### src/eld_defines.svh
// Constants for the lamp driver control core: offsets, bit positions, reset values, timing
`ifndef ELD_DEFINES_SVH
`define ELD_DEFINES_SVH
// Register indices; byte address is index times four
`define ELD_IDX_ID 4'h0
`define ELD_IDX_POWER 4'h1
`define ELD_IDX_LAMP 4'h2
`define ELD_IDX_SHAPE 4'h3
`define ELD_IDX_BOOST 4'h4
`define ELD_IDX_AUDIO 4'h5
`define ELD_IDX_CH0 4'h6
`define ELD_IDX_CH3 4'h9
`define ELD_IDX_UPDATE 4'ha
// Field positions
`define ELD_EN_BIT 0
`define ELD_OVT_BIT 7
`define ELD_DAMP_BIT 6
`define ELD_PWM_BIT 7
`define ELD_SS_LSB 6
// Reset values
`define ELD_REG_RST 8'h00
`define ELD_ID_VALUE 8'h5a
// Timing and scaling
`define ELD_CLK_HZ 20000000
`define ELD_LAMP_K 170
`define ELD_BOOST_K 22
`define ELD_RAMP_SHIFT 10
`define ELD_VPP_MAX 300
`define ELD_AUX_V_STEP 5
`define ELD_AMP_FULL 31
`endif

### src/eld_pkg.sv
// Types shared by the lamp driver control core
package eld_pkg;
    // Per-channel staged or applied setting
    typedef struct packed {
        logic [2:0] channel_ramp_rate_code;
        logic [4:0] channel_amplitude_code;
    } eld_chan_cfg_t;

    // Audio effects configuration
    typedef struct packed {
        logic modulation_select;
        logic direct_follow;
        logic audio_divider_hi;
        logic audio_divider_lo;
        logic [3:0] audio_select;
    } eld_audio_cfg_t;

    // Waveform selection
    typedef enum logic [1:0] {ELD_SHAPE_SINE, ELD_SHAPE_1, ELD_SHAPE_2, ELD_SHAPE_3} eld_shape_t;
endpackage

### src/eld_core.sv
// Lamp driver control core: register slave, ramping, oscillators and audio effects
//
// What this block does
// - One lamp frequency for all four channels from one 8-bit setting.
// - Each channel holds its own independent 5-bit amplitude code.
// - Each channel holds its own 3-bit ramp rate code.
// - Lamp frequency rises linearly within each octave of the frequency setting, doubling per octave.
// - Amplitude code maps linearly onto zero to full-scale peak-to-peak.
// - New targets are approached gradually at the channel's ramp pace.
// - Shutdown ramps each channel not in direct follow down to zero; direct follow channels drop to zero at once.
// - Boost oscillator set by 5-bit field, linear over low four bits.
// - Two-bit field selects spread-spectrum modulation of the boost oscillator.
// - Two-bit slope field sets output slope from sine to square.
// - In sine mode, highest channel gets full sine, others clamped.
// - Audio input modulates amplitude when select is 0, frequency when 1.
// - Amplitude mode with direct follow: selected channels track audio directly.
// - Steady audio level gives 250 V per volt, capped at 300 V.
// - Pulse-width audio gives amplitude proportional to duty, full duty 300 V.
// - Direct follow is ignored while frequency modulation is selected.
// - Frequency mode divides audio rate; host sets all four select bits.
// - Reset pin low clears all registers, shuts down, ignores bus writes.
// - Clearing enable shuts outputs but keeps register contents.
// - Overtemperature latches off; only reset pin low clears it.
// - Channel settings apply only after the update-all command.
// - Top two frequency bits pick octave, low six bits linear within.
// - Boost range bit 0 gives 800-1600 kHz, 1 gives 400-800 kHz.
`timescale 1ns/100ps
`include "eld_defines.svh"

module eld_core
    import eld_pkg::*;
#(
    parameter logic [7:0] ID_VALUE = `ELD_ID_VALUE // Arbitrary identity value
) (
    input wire logic clk_in,
    input wire logic srst_in,
    input wire logic [5:0] address_in,
    input wire logic read_in,
    input wire logic write_in,
    input wire logic [31:0] writedata_in,
    input wire logic [3:0] byteenable_in,
    output logic [31:0] readdata_out,
    output logic waitrequest_out,
    input wire logic reset_pin_n_in,
    input wire logic overtemp_in,
    input wire logic aux_in,
    input wire logic [7:0] aux_level_in,
    output logic [3:0][8:0] chan_vpp_out,
    output logic [3:0] chan_clamp_out,
    output logic lamp_phase_out,
    output logic boost_gate_out,
    output logic [1:0] slope_select_out,
    output logic [1:0] shape_out,
    output logic damp_out,
    output logic lamp_on_out
);

    // ************************************************
    // Pin synchronisers
    // ************************************************
    logic [1:0] rpin_sync;
    logic [1:0] ovt_sync;
    logic [1:0] aux_sync;
    logic aux_d;

    // Two flops each; only the second stage is read
    always_ff @(posedge clk_in) begin
        if (srst_in) begin
            rpin_sync <= 2'h0;
            ovt_sync <= 2'h0;
            aux_sync <= 2'h0;
            aux_d <= 1'b0;
        end else begin
            rpin_sync <= {rpin_sync[0], reset_pin_n_in};
            ovt_sync <= {ovt_sync[0], overtemp_in};
            aux_sync <= {aux_sync[0], aux_in};
            aux_d <= aux_sync[1];
        end
    end

    logic rpin_ok;
    logic aux_s;
    assign rpin_ok = rpin_sync[1];
    assign aux_s = aux_sync[1];

    // ************************************************
    // Register file
    // ************************************************
    logic en;
    logic ovt;
    logic [7:0] lamp_freq_setting;
    logic [7:0] shape_reg;
    logic [7:0] boost_reg;
    eld_audio_cfg_t audio;
    eld_chan_cfg_t [3:0] staged;
    eld_chan_cfg_t [3:0] applied;

    logic [3:0] idx;
    logic wr_fire;
    logic rd_fire;
    assign idx = address_in[5:2];
    // Request completes at the edge where waitrequest is low
    assign wr_fire = write_in && !waitrequest_out && rpin_ok && byteenable_in[0];
    assign rd_fire = read_in && waitrequest_out;

    // Reset pin clears everything and beats any write or update
    always_ff @(posedge clk_in) begin
        if (srst_in || !rpin_ok) begin
            en <= 1'b0;
            lamp_freq_setting <= `ELD_REG_RST;
            shape_reg <= `ELD_REG_RST;
            boost_reg <= `ELD_REG_RST;
            audio <= eld_audio_cfg_t'(`ELD_REG_RST);
            staged <= '0;
            applied <= '0;
        end else if (wr_fire) begin
            unique case (idx)
                `ELD_IDX_POWER: en <= writedata_in[`ELD_EN_BIT];
                `ELD_IDX_LAMP: lamp_freq_setting <= writedata_in[7:0];
                `ELD_IDX_SHAPE: shape_reg <= writedata_in[7:0];
                `ELD_IDX_BOOST: boost_reg <= writedata_in[7:0];
                `ELD_IDX_AUDIO: audio <= eld_audio_cfg_t'(writedata_in[7:0]);
                4'h6, 4'h7, 4'h8, 4'h9: staged[2'(idx - `ELD_IDX_CH0)] <= writedata_in[7:0];
                `ELD_IDX_UPDATE: applied <= staged;
                default: ;
            endcase
        end
    end

    // Overtemperature latch; reset pin low is the only way out
    always_ff @(posedge clk_in) begin
        if (srst_in || !rpin_ok) begin
            ovt <= 1'b0;
        end else if (ovt_sync[1]) begin
            ovt <= 1'b1;
        end
    end

    // ************************************************
    // Avalon slave answer
    // ************************************************
    logic [7:0] rd_byte;

    always_comb begin
        rd_byte = 8'h00;
        unique case (idx)
            `ELD_IDX_ID: rd_byte = ID_VALUE;
            `ELD_IDX_POWER: rd_byte = {ovt, 6'h00, en};
            `ELD_IDX_LAMP: rd_byte = lamp_freq_setting;
            `ELD_IDX_SHAPE: rd_byte = shape_reg;
            `ELD_IDX_BOOST: rd_byte = boost_reg;
            `ELD_IDX_AUDIO: rd_byte = audio;
            4'h6, 4'h7, 4'h8, 4'h9: rd_byte = staged[2'(idx - `ELD_IDX_CH0)];
            default: rd_byte = 8'h00;
        endcase
        if (!rpin_ok) begin
            rd_byte = 8'h00;
        end
    end

    // One wait cycle per request; idle waitrequest sits high
    always_ff @(posedge clk_in) begin
        if (srst_in) begin
            waitrequest_out <= 1'b1;
            readdata_out <= 32'h0;
        end else begin
            waitrequest_out <= !((read_in || write_in) && waitrequest_out);
            if (rd_fire) begin
                readdata_out <= {24'h0, rd_byte};
            end
        end
    end

    // ************************************************
    // Run state and shape controls
    // ************************************************
    logic run;
    assign run = en && !ovt && rpin_ok;

    always_ff @(posedge clk_in) begin
        if (srst_in) begin
            lamp_on_out <= 1'b0;
            slope_select_out <= 2'h0;
            shape_out <= 2'h0;
            damp_out <= 1'b0;
        end else begin
            lamp_on_out <= run;
            slope_select_out <= shape_reg[1:0];
            shape_out <= shape_reg[3:2];
            damp_out <= shape_reg[`ELD_DAMP_BIT];
        end
    end

    // ************************************************
    // Amplitude ramping
    // ************************************************
    logic [3:0][4:0] cur;
    logic [3:0][17:0] ramp_tmr;

    // Step size is one code; step interval doubles with each ramp rate code
    always_ff @(posedge clk_in) begin
        if (srst_in) begin
            cur <= '0;
            ramp_tmr <= '0;
        end else begin
            for (int i = 0; i < 4; i++) begin
                logic [4:0] tgt;
                logic [17:0] lim;
                tgt = run ? applied[i].channel_amplitude_code : 5'h00;
                lim = 18'((18'h1 << (`ELD_RAMP_SHIFT + applied[i].channel_ramp_rate_code)) - 18'h1);
                if (cur[i] == tgt) begin
                    ramp_tmr[i] <= 18'h0;
                end else if (ramp_tmr[i] >= lim) begin
                    ramp_tmr[i] <= 18'h0;
                    cur[i] <= (cur[i] < tgt) ? 5'(cur[i] + 5'h1) : 5'(cur[i] - 5'h1);
                end else begin
                    ramp_tmr[i] <= 18'(ramp_tmr[i] + 18'h1);
                end
            end
        end
    end

    // ************************************************
    // Audio input measurement
    // ************************************************
    logic [7:0] pwm_win;
    logic [8:0] pwm_hi;
    logic [8:0] pwm_duty;

    // Duty measured over a 256-cycle window; coarse for fast PWM
    always_ff @(posedge clk_in) begin
        if (srst_in) begin
            pwm_win <= 8'h0;
            pwm_hi <= 9'h0;
            pwm_duty <= 9'h0;
        end else begin
            pwm_win <= 8'(pwm_win + 8'h1);
            if (pwm_win == 8'hff) begin
                pwm_duty <= 9'(pwm_hi + {8'h0, aux_s});
                pwm_hi <= 9'h0;
            end else begin
                pwm_hi <= 9'(pwm_hi + {8'h0, aux_s});
            end
        end
    end

    logic [8:0] aux_vpp;
    logic [17:0] pwm_prod;
    logic [11:0] lvl_prod;

    // Scaled audio amplitude, either from duty or from the level
    always_comb begin
        pwm_prod = 18'(pwm_duty * 18'(`ELD_VPP_MAX));
        lvl_prod = 12'(aux_level_in * 12'(`ELD_AUX_V_STEP));
        if (shape_reg[`ELD_PWM_BIT]) begin
            aux_vpp = 9'(pwm_prod >> 8);
        end else if (lvl_prod > 12'(`ELD_VPP_MAX)) begin
            aux_vpp = 9'(`ELD_VPP_MAX);
        end else begin
            aux_vpp = 9'(lvl_prod);
        end
    end

    // ************************************************
    // Channel outputs
    // ************************************************
    logic [4:0] max_code;

    // Largest ramped amplitude, used for sine clamping
    always_comb begin
        max_code = 5'h00;
        for (int i = 0; i < 4; i++) begin
            if (cur[i] > max_code) begin
                max_code = cur[i];
            end
        end
    end

    // Linear code to volts; follow mode bypasses the code
    always_ff @(posedge clk_in) begin
        if (srst_in) begin
            chan_vpp_out <= '0;
            chan_clamp_out <= 4'h0;
        end else begin
            for (int i = 0; i < 4; i++) begin
                logic follow;
                follow = !audio.modulation_select && audio.direct_follow && audio.audio_select[i];
                if (follow) begin
                    chan_vpp_out[i] <= run ? aux_vpp : 9'h0;
                end else begin
                    chan_vpp_out[i] <= 9'(14'(cur[i] * 14'(`ELD_VPP_MAX)) / 14'(`ELD_AMP_FULL));
                end
                chan_clamp_out[i] <= (shape_reg[3:2] == ELD_SHAPE_SINE) && (cur[i] < max_code);
            end
        end
    end

    // ************************************************
    // Lamp oscillator and frequency modulation
    // ************************************************
    logic [31:0] lamp_acc;
    logic [17:0] lamp_inc;
    logic [1:0] fm_cnt;
    logic fm_phase;
    logic fm_on;

    // Octave doubles the step; low six bits scale it linearly
    assign lamp_inc = 18'((15'(7'd63 + 7'(lamp_freq_setting[5:0])) * 15'(`ELD_LAMP_K))
        << lamp_freq_setting[7:6]);
    // Frequency mode needs every channel routed to audio
    assign fm_on = audio.modulation_select && (audio.audio_select == 4'hf);

    always_ff @(posedge clk_in) begin
        if (srst_in) begin
            lamp_acc <= 32'h0;
        end else begin
            lamp_acc <= 32'(lamp_acc + {14'h0, lamp_inc});
        end
    end

    // Each divided audio edge flips the lamp phase
    always_ff @(posedge clk_in) begin
        if (srst_in) begin
            fm_cnt <= 2'h0;
            fm_phase <= 1'b0;
        end else if (aux_s != aux_d) begin
            if (fm_cnt == {audio.audio_divider_hi, audio.audio_divider_lo}) begin
                fm_cnt <= 2'h0;
                fm_phase <= !fm_phase;
            end else begin
                fm_cnt <= 2'(fm_cnt + 2'h1);
            end
        end
    end

    always_ff @(posedge clk_in) begin
        if (srst_in) begin
            lamp_phase_out <= 1'b0;
        end else begin
            lamp_phase_out <= run && (fm_on ? fm_phase : lamp_acc[31]);
        end
    end

    // ************************************************
    // Boost oscillator with spread spectrum
    // ************************************************
    // 14-bit phase: steps of 330 to 1320, plus up to 31 of dither, give roughly 400 kHz to 1.6 MHz at 20 MHz
    logic [13:0] boost_acc;
    logic [14:0] boost_sum;
    logic [11:0] boost_inc;
    logic [4:0] tri_val;
    logic tri_up;
    logic [2:0] ss_pre;
    logic [1:0] ss_sel;
    logic [2:0] ss_mask;

    assign ss_sel = boost_reg[`ELD_SS_LSB +: 2];
    assign ss_mask = 3'((4'h1 << ss_sel) - 4'h1);
    // Range bit 0 doubles the step for the upper band
    assign boost_inc = 12'((10'(5'd15 + 5'(boost_reg[3:0])) * 10'(`ELD_BOOST_K))
        << !boost_reg[4]) + 12'(ss_sel != 2'h0 ? tri_val : 5'h0);
    assign boost_sum = {1'b0, boost_acc} + {3'h0, boost_inc};

    always_ff @(posedge clk_in) begin
        if (srst_in) begin
            boost_acc <= 14'h0;
            boost_gate_out <= 1'b0;
        end else begin
            boost_acc <= boost_sum[13:0];
            boost_gate_out <= run && boost_acc[13];
        end
    end

    // Triangle dither steps once per 2^ss boost cycles
    always_ff @(posedge clk_in) begin
        if (srst_in) begin
            tri_val <= 5'h0;
            tri_up <= 1'b1;
            ss_pre <= 3'h0;
        end else if (boost_sum[14]) begin
            ss_pre <= 3'(ss_pre + 3'h1);
            if (ss_sel != 2'h0 && (ss_pre & ss_mask) == ss_mask) begin
                if (tri_up) begin
                    tri_val <= 5'(tri_val + 5'h1);
                    tri_up <= (tri_val != 5'h1e);
                end else begin
                    tri_val <= 5'(tri_val - 5'h1);
                    tri_up <= (tri_val == 5'h01);
                end
            end
        end
    end

endmodule // eld_core

### config.mk
export PLATFORM = sky130hd
export DESIGN_NAME = eld_core
export DESIGN_NICKNAME = d
export VERILOG_FILES = /design/src/eld_pkg.sv /design/src/eld_core.sv
export VERILOG_INCLUDE_DIRS = /design/src
export SDC_FILE = /design/constraint.sdc
export NUM_CORES = 1
export LEC_CHECK = 0
export BUFFER_PORTS_ARGS = -buffer_cell sky130_fd_sc_hd__buf_4
export CAP_MARGIN = 20
export CORE_UTILIZATION = 45
export CTS_CLUSTER_DIAMETER = 30
export CTS_CLUSTER_SIZE = 20
export DETAILED_ROUTE_END_ITERATION = 8
export MAX_ROUTING_LAYER = met4
export PLACE_DENSITY = 0.66
export SYNTH_ARGS = -nofsm -noshare
export SYNTH_HDL_FRONTEND = slang
export SYNTH_SLANG_ARGS = --single-unit
### constraint.sdc
create_clock -name clk_in -period 11 [get_ports clk_in]
set_input_delay 1.1 -clock clk_in [delete_from_list [all_inputs] [get_ports clk_in]]
set_output_delay 1.1 -clock clk_in [all_outputs]
set_load 0.01 [all_outputs]
# Yosys cells after proc, flatten, opt, wreduce, memory -nomap -nowiden
# Cells that the tools add are included.
[classes]
n_addsub = 33
multipliers = 8
div = 4
n_lt_le_gt_ge = 19
n_eq_ne = 21
shift = 7
mux = 31
bitwise_logic = 5
reduce_logical = 52
[ops]
columns = ["operator", "n"]
rows = [
  ["$add 18x1->18 const B", 4],
  ["$ge 18x18->1", 4],
  ["$shl 1x5->18 const A", 4],
  ["$sub 18x1->18 const B", 4],
  ["$mux 5", 14],
  ["$mux 9", 7],
  ["$div 14x5->14 const B", 4],
  ["$pmux 8 s7", 1],
  ["$mul 5x7->12 const B", 4],
  ["$lt 5x5->1", 8],
  ["$add 32x18->32", 1],
  ["$bwmux 32", 1],
  ["$reduce_and 2->1", 13],
  ["$add 5x1->5 const B", 5],
  ["$sub 5x1->5 const B", 5],
  ["$mux 8", 3],
  ["$logic_and 1x1->1", 21],
  ["$add 4x3->5 const A", 4],
  ["$eq 5x5->1", 4],
  ["$shl 15x2->18", 1],
  ["$bmux 8 s2", 1],
  ["$demux 8 s2", 1],
  ["$eq 4x3->1 const B", 4],
  ["$eq 4x4->1 const B", 4],
  ["41 further kinds", 58],
]
[totals]
ff_bits = 338
in_bits = 57
output_inout_bits = 81
wordCells = 241

# Logic depth before layout (Yosys ltp)
# Gate-level depths: netlist of the first run.
[depth]
ltp_word = 10
mapped_depth = 38
mapped_depth_nobuf = 38

# Worst setup path before layout of the first run
# No wires, ideal clock.
[synth_path]
kind = "register to register"
startpoint = "register cur[7] in the netlist's numbering"
endpoint = "register chan_vpp_out[9] in the netlist's numbering"
setup_ns = 0.125
arrival_ns = 6.990
t_required_ns = 10.875
slack_ns = 3.885
path_stages_with_launch = 30
path_buffers = 2
period_less_slack_ns = 7.115
cell_sequence = "dfxtp_1 -> ha_1 -> ha_1 -> inv_1 -> fa_1 -> inv_1 -> ha_1 -> a21bo_2 -> o22a_1 -> or3_1 -> buf_2 -> nor3_2 -> mux2i_1 -> xnor2_1 -> nand3_1 -> or3_1 -> a222oi_1 -> a31o_1 -> buf_4 -> nand3_1 -> a211oi_2 -> nor3_1 -> nor4b_4 -> nand2_1 -> o21a_1 -> ha_1 -> nand2b_1 -> maj3_2 -> a2bb2oi_1 -> o41a_1"
[synth_between]
elab_chain_len = 3
[synth_lines]
columns = ["item", "line", "source"]
rows = [
  ["start, declared", "eld_core.sv:197", "logic [3:0][4:0] cur;"],
  ["start signal, assigned by index", "eld_core.sv:215", "cur[i] <= (cur[i] < tgt) ? 5'(cur[i] + 5'h1) : 5'(cur[i] - 5'h1);"],
  ["$mul 5x7->12", "eld_core.sv:291", "chan_vpp_out[i] <= 9'(14'(cur[i] * 14'(`ELD_VPP_MAX)) / 14'(`ELD_AMP_FULL));"],
  ["$div 14x5->14", "eld_core.sv:291", ""],
  ["$mux 9", "eld_core.sv:288", "if (follow) begin"],
  ["end signal, assigned by index", "eld_core.sv:289", "chan_vpp_out[i] <= run ? aux_vpp : 9'h0;"],
  ["end signal, assigned by index", "eld_core.sv:291", ""],
  ["end, declared", "eld_core.sv:48", "output logic [3:0][8:0] chan_vpp_out,"],
]
# No other way between the ends.
# A chain may end at the register's enable or synchronous reset.

# Worst setup path after layout of the first run
[layout_path]
startpoint = "register cur[19] in the netlist's numbering"
endpoint = "register chan_vpp_out[27] in the netlist's numbering"
# Same word-level chain as after synthesis.

==> results.rst, run 1 <==
.. list-table::
   :header-rows: 1

   * - Metric
     - Value
   * - Result of the run
     - finished clean
   * - CTS sink cnt
     - 337
   * - Num rows
     - 91
   * - Min-Delay Path Class
     - reg -> reg
   * - Switching pwr
     - 0.896 mW
   * - Count of hold-fix buffers inserted at cts
     - 0
   * - Routability-driven placement congestion ratio
     - 0.940
   * - Iteration count of the initial detailed-routing pass
     - 6
   * - Mean post-synth cell area
     - 8.19 µm²
   * - Final setup violating endpoints
     - 0
   * - CTS Root Buffer Type
     - sky130_fd_sc_hd__clkbuf_16
   * - Worst Setup SP
     - cur[19]
   * - Area of the mapped netlist
     - 0.0283 mm²
   * - Routed len/inst
     - 15.3 µm
   * - Fraction of final layout cells with drive strength greater than 1
     - 9.46%
   * - Htree depth
     - 3
   * - Final net count
     - 3990
   * - HPWL after detailed placement
     - 50400 µm
   * - Width of the die
     - 253 µm
   * - Part of the Yosys area used for sequential elements
     - 23.8%
   * - Switching power share of the total
     - 21.4%
   * - Top-Level Pins
     - 138
   * - Post-route ant nets
     - 0
   * - Transition time of the tightest slew-check pin
     - 1.11 ns
   * - Post-detailed-routing wire length
     - 67800 µm
   * - Post-route minimum period
     - 8.37 ns
   * - Largest stage delay on the critical path
     - 0.78 ns
   * - Source-to-sink clock delay at the later pin of the worst-skew pair
     - 0.61 ns
   * - Critical path type
     - reg -> reg
   * - Number of antenna violations at the first check in global routing
     - 3
   * - Gate count of the mapped netlist
     - 3452
   * - CTS Buf Count
     - 85
   * - Wire length of the first global-routing pass
     - 111000 µm
   * - Pin count of the biggest net entering global routing
     - 100
   * - Total overflow reported by the global router
     - 0
   * - Proportion of register bits with asynchronous set or reset after synthesis
     - 0%
   * - Pins Over Slew Limit
     - 0
   * - Layout Area Growth over Synthesis
     - 16.1%
   * - Arrival time of data at the critical path endpoint
     - 8.85 ns
   * - Sum of buffers and inverters on the critical path
     - 2
   * - Start point of the worst hold path
     - pwm_win[0]
   * - Share of power burned in combinational logic
     - 3.7%
   * - Number of global-route vias before repair
     - 22900
   * - Sort of element at the end of the critical path
     - register
   * - Number of failing hold endpoints at the final stage
     - 0
   * - Count of flip-flops with a built-in enable after synthesis
     - 0
   * - Post-route clock period utilization
     - 76.1%
   * - Number of buffers added on ports
     - 84
   * - Post-synth top flop
     - sky130_fd_sc_hd__dfxtp_1
   * - Registers with the most flip-flops
     - ramp_tmr: 72 flops, chan_vpp_out: 36 flops
   * - Slowest CP cell
     - sky130_fd_sc_hd__o311ai_0
   * - Cell repeated most along the worst path
     - sky130_fd_sc_hd__ha_1
   * - Drt via density
     - 5.58
   * - Total core area
     - 0.0619 mm²
   * - Setup Fix Bufs, Post-CTS
     - 0
   * - Max-slew headroom at the worst pin
     - 25.5%
   * - Worst hold-check slack
     - 0.447 ns
   * - Initial DRC count
     - 1397
   * - Register share of total power
     - 30.0%
   * - VDD IR-drop max
     - 122 µV
   * - Max FFs per register
     - 72
   * - Setup total negative slack
     - 0 ns
   * - Max Cap Viol
     - 0
   * - Pre-CTS setup slack
     - 2.80 ns
   * - Critical Path Source Type
     - register
   * - Die height
     - 253 µm
   * - TritonCTS clock tree
     - built
   * - All-Layer GR Usage
     - 21.4%
   * - Critical Path Fanout Max
     - 13
   * - Reported leakage power
     - 13.8 nW
   * - RR Startpoint
     - cur[19]
   * - Starting Density
     - 45.7%
   * - Peak clock frequency supported by timing
     - 119 MHz
   * - Die footprint
     - 0.0639 mm²
   * - Top Family by Delay on Critical Path
     - compound AO/OA/AOI/OAI gates
   * - Clk buf depth
     - 3
   * - Resize count post-CTS
     - 0
   * - Post-route clock skew
     - 0.0297 ns
   * - Worst setup margin
     - 2.63 ns
   * - Reg clk slew, reported paths
     - 0.05 ns
   * - Top reg by flops
     - ramp_tmr
   * - Total power
     - 4.18 mW
   * - Cell internal power dissipation
     - 3.28 mW
   * - Pwr dens
     - 127 mW/mm²
   * - CP required
     - 11.48 ns
   * - Routed via count
     - 24800
   * - Power share of the clock group
     - 66.3%
   * - FF+latch count, synth
     - 337
   * - Residual DRC count
     - 0
   * - Warning count from the yosys run
     - 0
   * - Unique cell type count in the Yosys netlist
     - 109
   * - Setup repair after global routing missed its margin
     - false
[layout make-up]
cell class / instances / area (µm²)
fill: 5835 / 29100
multi-input combinational: 2796 / 20200
sequential: 337 / 6750
clock buffer: 104 / 2340
tap: 837 / 1050
clock inverter: 51 / 878
inverter: 213 / 800
timing repair buffer: 102 / 773
antenna: 2 / 5.00
[Yosys cell counts (25+ instances only)]
| cell type | n | area share [%] |
|---|---|---|
| sky130_fd_sc_hd__nor2_1 | 368 | 4.9 |
| sky130_fd_sc_hd__ha_1 | 362 | 16 |
| sky130_fd_sc_hd__dfxtp_1 | 337 | 24 |
| sky130_fd_sc_hd__nand2_1 | 269 | 3.6 |
| sky130_fd_sc_hd__inv_1 | 212 | 2.8 |
| sky130_fd_sc_hd__a21oi_1 | 209 | 3.7 |
| sky130_fd_sc_hd__o21ai_0 | 129 | 2.3 |
| sky130_fd_sc_hd__xnor2_1 | 115 | 3.6 |
| sky130_fd_sc_hd__xor2_1 | 114 | 3.5 |
| sky130_fd_sc_hd__mux2i_1 | 107 | 3.8 |
| sky130_fd_sc_hd__nor3_1 | 95 | 1.7 |
| sky130_fd_sc_hd__nand3_1 | 88 | 1.6 |
| sky130_fd_sc_hd__clkbuf_1 | 86 | 1.1 |
| sky130_fd_sc_hd__a21o_1 | 63 | 1.7 |
| sky130_fd_sc_hd__nor2b_1 | 61 | 1.3 |
| sky130_fd_sc_hd__and3_1 | 53 | 1.2 |
| sky130_fd_sc_hd__a31oi_1 | 52 | 1.2 |
| sky130_fd_sc_hd__a211oi_1 | 51 | 1.4 |
| sky130_fd_sc_hd__o21a_1 | 49 | 1.3 |
| sky130_fd_sc_hd__nand2b_1 | 37 | 0.82 |
| sky130_fd_sc_hd__fa_1 | 36 | 2.5 |
| sky130_fd_sc_hd__nor4_1 | 34 | 0.75 |
| sky130_fd_sc_hd__o211ai_1 | 33 | 0.88 |
| sky130_fd_sc_hd__and2_1 | 32 | 0.71 |
| sky130_fd_sc_hd__or3_1 | 27 | 0.60 |
| sky130_fd_sc_hd__buf_4 | 26 | 0.69 |
| sky130_fd_sc_hd__nand4_1 | 25 | 0.55 |
[cell usage in the layout, fill, tap and decap left out, types with 15 or more instances in the layout]
master	count
sky130_fd_sc_hd__o21bai_1	22
sky130_fd_sc_hd__or3_1	27
sky130_fd_sc_hd__o22ai_1	15
sky130_fd_sc_hd__nand2_1	268
sky130_fd_sc_hd__nor4_1	32
sky130_fd_sc_hd__nor3_1	94
sky130_fd_sc_hd__conb_1	36
sky130_fd_sc_hd__and3_1	53
sky130_fd_sc_hd__ha_1	362
sky130_fd_sc_hd__clkbuf_16	85
sky130_fd_sc_hd__o21ai_0	129
sky130_fd_sc_hd__nand4_1	25
sky130_fd_sc_hd__and2_1	32
sky130_fd_sc_hd__o211ai_1	33
sky130_fd_sc_hd__a31oi_1	52
sky130_fd_sc_hd__buf_4	101
sky130_fd_sc_hd__nand3_1	88
sky130_fd_sc_hd__mux2_2	19
sky130_fd_sc_hd__nand2b_1	37
sky130_fd_sc_hd__nor2_1	368
sky130_fd_sc_hd__mux2i_1	107
sky130_fd_sc_hd__o21a_1	49
sky130_fd_sc_hd__xor2_1	114
sky130_fd_sc_hd__a21oi_1	209
sky130_fd_sc_hd__fa_1	36
sky130_fd_sc_hd__nor2b_1	61
sky130_fd_sc_hd__inv_1	212
sky130_fd_sc_hd__a211oi_1	51
sky130_fd_sc_hd__dfxtp_1	337
sky130_fd_sc_hd__bufinv_16	20
sky130_fd_sc_hd__a21o_1	63
sky130_fd_sc_hd__xnor2_1	115
[layer usage]
layer / track usage (%) / share of wire [%] / up-vias
li1: - / - / 12600
met1: 27.7 / 47 / 11500
met2: 33.9 / 45 / 577
met3: 3.64 / 5.5 / 131
met4: 6.70 / 2.6 / 0
met5: - / 0 / -
[final timing paths]
kind | endpoint | slack [ns] | cells after the start
hold / removal | pwm_win[0] | 0.45 | 1
setup reg to reg | chan_vpp_out[27] | 2.63 | 28
hold reg to reg | pwm_win[0] | 0.45 | 1
setup / recovery | chan_vpp_out[27] | 2.63 | 28
[worst reg2reg max path: cells and delay by family, from the launching register on]
| kind | cells | cell delay [ns] |
|---|---|---|
| AOI/OAI and AO/OA | 12 | 4.11 |
| adders and majority gates | 5 | 1.45 |
| buffers and inverters | 2 | 0.12 |
| DFF | 1 | 0.63 |
| muxes | 1 | 0.28 |
| and+or+nand+nor | 8 | 1.66 |
[power groups by stage]
stage	clock, mW	sequential, mW	combinational [mW]
5_1_grt	2.88	1.25	0.177
2_1_floorplan	0	1.27	0.123
3_3_place_gp	0	1.28	0.149
3_5_place_dp	0	1.28	0.153
6_report	2.77	1.25	0.154
4_1_cts	2.81	1.25	0.154
[logic make-up (layout without fill, tap and decap cells)]
kind of cell	count (synthesis)	in the layout	share of synthesized area [%]
adder cells (fa/ha/maj)	400	400	18.6
AND/OR/NAND/NOR	1152	1152	19.5
AO/OA/AOI/OAI	839	839	20.2
flip-flops	337	337	23.8
XOR/XNOR	231	231	7.23
buffers and inverters	354	470	5.14
other	1	38	0.0133
multiplexers	138	138	5.43
[per-stage QoR]
stage | instance area, µm² | std cells | utilization [%]
floorplan | 28400 | 3487 | -
global placement | 29600 | 4284 | 47.8
detailed placement | 29600 | 4284 | 47.8
CTS | 32800 | 4439 | 53.0
global route | 32800 | 4442 | 53.0
finish | 32800 | 4442 | 53.0
Note: power is estimated with default switching activity, not from simulation.
==> run 2, diff against run 1 <==
==> constraint.sdc (replaced) <==
create_clock -name clk_in -period 7.8 [get_ports clk_in]
set_input_delay 0.78 -clock clk_in [delete_from_list [all_inputs] [get_ports clk_in]]
set_output_delay 0.78 -clock clk_in [all_outputs]
set_load 0.01 [all_outputs]
==> run 2 against run 1 <==
Total power is 43% higher; critical path depth fell by 2; sequential share of layout area is 0.50 points lower; combinational power up 40%; worst setup slack got worse by 2.2 ns; via count rose by 1.7%; worst hold slack got worse by 0.11 ns; die area is the same; clock power is 44% higher; sequential power is 42% higher; critical path type unchanged.
==> results.rst, run 2 (same netlist as run 1, synthesis figures left out) <==
.. list-table::
   :header-rows: 1

   * - Metric
     - Value
   * - Result of the run
     - finished clean
   * - Reg clk slew, reported paths
     - 0.05 ns (about the same)
   * - Post-layout instance count excluding filler cells
     - 4524 (+1.8%)
   * - Combined area of the multi-input logic cells
     - 0.0204 mm² (+0.95%)
   * - Htree depth
     - 3 (unchanged)
   * - Sum of buffers and inverters on the critical path
     - 3 (+1)
   * - Source-to-sink clock delay at the later pin of the worst-skew pair
     - 0.66 ns (+0.05 ns)
   * - Total overflow reported by the global router
     - 0 (unchanged)
   * - CP required
     - 8.28 ns (-3.20 ns)
   * - VDD IR-drop max
     - 187 µV (+53%)
   * - Post-route clock period utilization
     - 94.6% (+18 points)
   * - Final net count
     - 4062 (+1.8%)
   * - Fraction of final layout cells with drive strength greater than 1
     - 12.2% (+2.7 points)
   * - Pre-CTS setup slack
     - 0.294 ns (-2.51 ns)
   * - Critical path type
     - reg -> reg
   * - Registers with the most flip-flops
     - ramp_tmr: 72 flops, chan_vpp_out: 36 flops
   * - Routed via count
     - 25200 (+1.7%)
   * - Number of antenna violations at the first check in global routing
     - 4 (+1)
   * - Layout Area Growth over Synthesis
     - 19.0%
   * - Wire length of the first global-routing pass
     - 116000 µm (+4.4%)
   * - CTS Buf Count
     - 91 (+7.1%)
   * - Reported leakage power
     - 14.2 nW (+3.0%)
   * - Top-Level Pins
     - 138 (unchanged)
   * - Cell repeated most along the worst path
     - sky130_fd_sc_hd__ha_1
   * - Worst setup margin
     - 0.422 ns (-2.20 ns)
   * - Pwr dens
     - 178 mW/mm² (+40%)
   * - Number of global-route vias before repair
     - 23700 (+3.4%)
   * - Top library cells by usage in the layout, fill and taps aside
     - 367 x sky130_fd_sc_hd__nor2_1, 362 x sky130_fd_sc_hd__ha_1, 337 x sky130_fd_sc_hd__dfxtp_1
   * - Largest stage delay on the critical path
     - 0.53 ns (-0.25 ns)
   * - Area after detailed placement
     - 0.0301 mm² (+1.6%)
   * - Max FFs per register
     - 72 (unchanged)
   * - CTS sink cnt
     - 337 (unchanged)
   * - Storage element area
     - 0.00675 mm² (unchanged)
   * - Die height
     - 253 µm (unchanged)
   * - Residual DRC count
     - 0 (unchanged)
   * - Arrival time of data at the critical path endpoint
     - 7.86 ns (-0.99 ns)
   * - Pin count of the biggest net entering global routing
     - 100 (unchanged)
   * - Post-route ant nets
     - 0 (unchanged)
   * - Register share of total power
     - 29.6% (-0.4 points)
   * - Iteration count of the initial detailed-routing pass
     - 7 (+1)
   * - Routability-driven placement congestion ratio
     - 0.931 (-0.96%)
   * - # fillers
     - 5807 (-0.48%)
   * - Slowest CP cell
     - sky130_fd_sc_hd__or4_1
   * - Switching pwr
     - 1.39 mW (+55%)
   * - Leading cell type in the layout, fill and taps excluded
     - sky130_fd_sc_hd__nor2_1
   * - Top Family by Delay on Critical Path
     - compound AO/OA/AOI/OAI gates
   * - Post-route minimum period
     - 7.38 ns (-0.995 ns)
   * - CTS Root Buffer Type
     - sky130_fd_sc_hd__clkbuf_16
   * - Power share of the clock group
     - 66.8% (+0.5 points)
   * - Routed len/inst
     - 15.5 µm (+1.7%)
   * - Die footprint
     - 0.0639 mm² (unchanged)
   * - Max Cap Viol
     - 0 (unchanged)
   * - Post-route clock skew
     - 0.0585 ns (+0.0287 ns)
   * - Core occupancy in the finished layout
     - 54.3% (+1.3 points)
   * - Max-slew headroom at the worst pin
     - 30.0% (+4.5 points)
   * - Pins Over Slew Limit
     - 0 (unchanged)
   * - Critical Path Fanout Max
     - 5 (-8)
   * - Count of hold-fix buffers inserted at cts
     - 0 (unchanged)
   * - Switching power share of the total
     - 23.2% (+1.8 points)
   * - Number of failing hold endpoints at the final stage
     - 0 (unchanged)
   * - Starting Density
     - 45.7% (unchanged)
   * - Min-Delay Path Class
     - in -> reg
   * - Sort of element at the end of the critical path
     - register
   * - Transition time of the tightest slew-check pin
     - 1.05 ns (-0.0598 ns)
   * - TritonCTS clock tree
     - built
   * - Clk buf depth
     - 3 (unchanged)
   * - Area of all placed cells without fillers
     - 0.0337 mm² (+2.5%)
   * - Top reg by flops
     - ramp_tmr
   * - Peak clock frequency supported by timing
     - 136 MHz (+13%)
   * - Width of the die
     - 253 µm (unchanged)
   * - Post-detailed-routing wire length
     - 70200 µm (+3.5%)
   * - Cell internal power dissipation
     - 4.59 mW (+40%)
   * - Num rows
     - 91 (unchanged)
   * - HPWL after detailed placement
     - 52200 µm (+3.5%)
   * - Number of buffers added on ports
     - 84 (unchanged)
   * - Initial DRC count
     - 1606 (+15%)
   * - Share of power burned in combinational logic
     - 3.6% (about the same)
   * - Total core area
     - 0.0619 mm² (unchanged)
   * - All-Layer GR Usage
     - 22.3% (+0.91 points)
   * - Total power
     - 5.98 mW (+43%)
   * - Instance count after placement with tap cells included
     - 4347 (+1.5%)
   * - Critical Path Source Type
     - register
   * - Final setup violating endpoints
     - 0 (unchanged)
   * - Drt via density
     - 5.57 (-0.19%)
[run 2: cell count changes in the layout (fill, tap and decap cells not counted), moves of 6 or more]
cell,change
sky130_fd_sc_hd__clkbuf_16,+6
sky130_fd_sc_hd__buf_4,+65
sky130_fd_sc_hd__clkinv_4,+7
sky130_fd_sc_hd__a21oi_2,+8
sky130_fd_sc_hd__inv_6,+8
sky130_fd_sc_hd__a21oi_1,-8
[run 2: repair_timing]
item,4_1_cts,5_1_grt
buffers inserted,0,1
endpoints found under the setup margin,0,4
gates resized for setup,0,39
[run 2: metal layers]
layer	vias up	part of all wire (%)	track usage [%]
li1	12700	-	-
met1	11700	46	28.6
met2	608	46	35.5
met3	151	5.1	3.50
met4	0	2.8	8.09
met5	-	0	-
[run 2: final cells by class]
cell class              count  area share (%)
multi-input cells        2797            60.7
flip-flops and latches    337            20.0
clock buffers             107            7.21
repair buffers            167            3.75
well taps                 837            3.11
clock inverters            62            2.76
inverters                 213            2.38
diodes                      4          0.0297
[run 2: power by group through the flow]
stage / Combinational (mW) / Sequential (mW) / Clock (mW)
floorplan: 0.173 / 1.79 / 0
global placement: 0.210 / 1.80 / 0
detailed placement: 0.215 / 1.80 / 0
CTS: 0.216 / 1.77 / 4.06
global route: 0.246 / 1.77 / 4.16
finish: 0.216 / 1.77 / 4.00
[run 2: metrics by stage]
stage / setup TNS [ns] / hold WS, ns
floorplan: 0 / 0.411
global placement: 0 / 0.423
detailed placement: 0 / 0.428
CTS: 0 / 0.312
global route: -0.0105 / 0.328
finish: 0 / 0.339
[run 2: worst paths after layout]
check	from	endpoint	slack, ns	depth (start not counted)
min	read_in	waitrequest_out	0.34	2
max reg2reg	cur[17]	chan_vpp_out[27]	0.42	26
min reg2reg	ovt_sync[0]	ovt_sync[1]	0.44	1
max	cur[17]	chan_vpp_out[27]	0.42	26
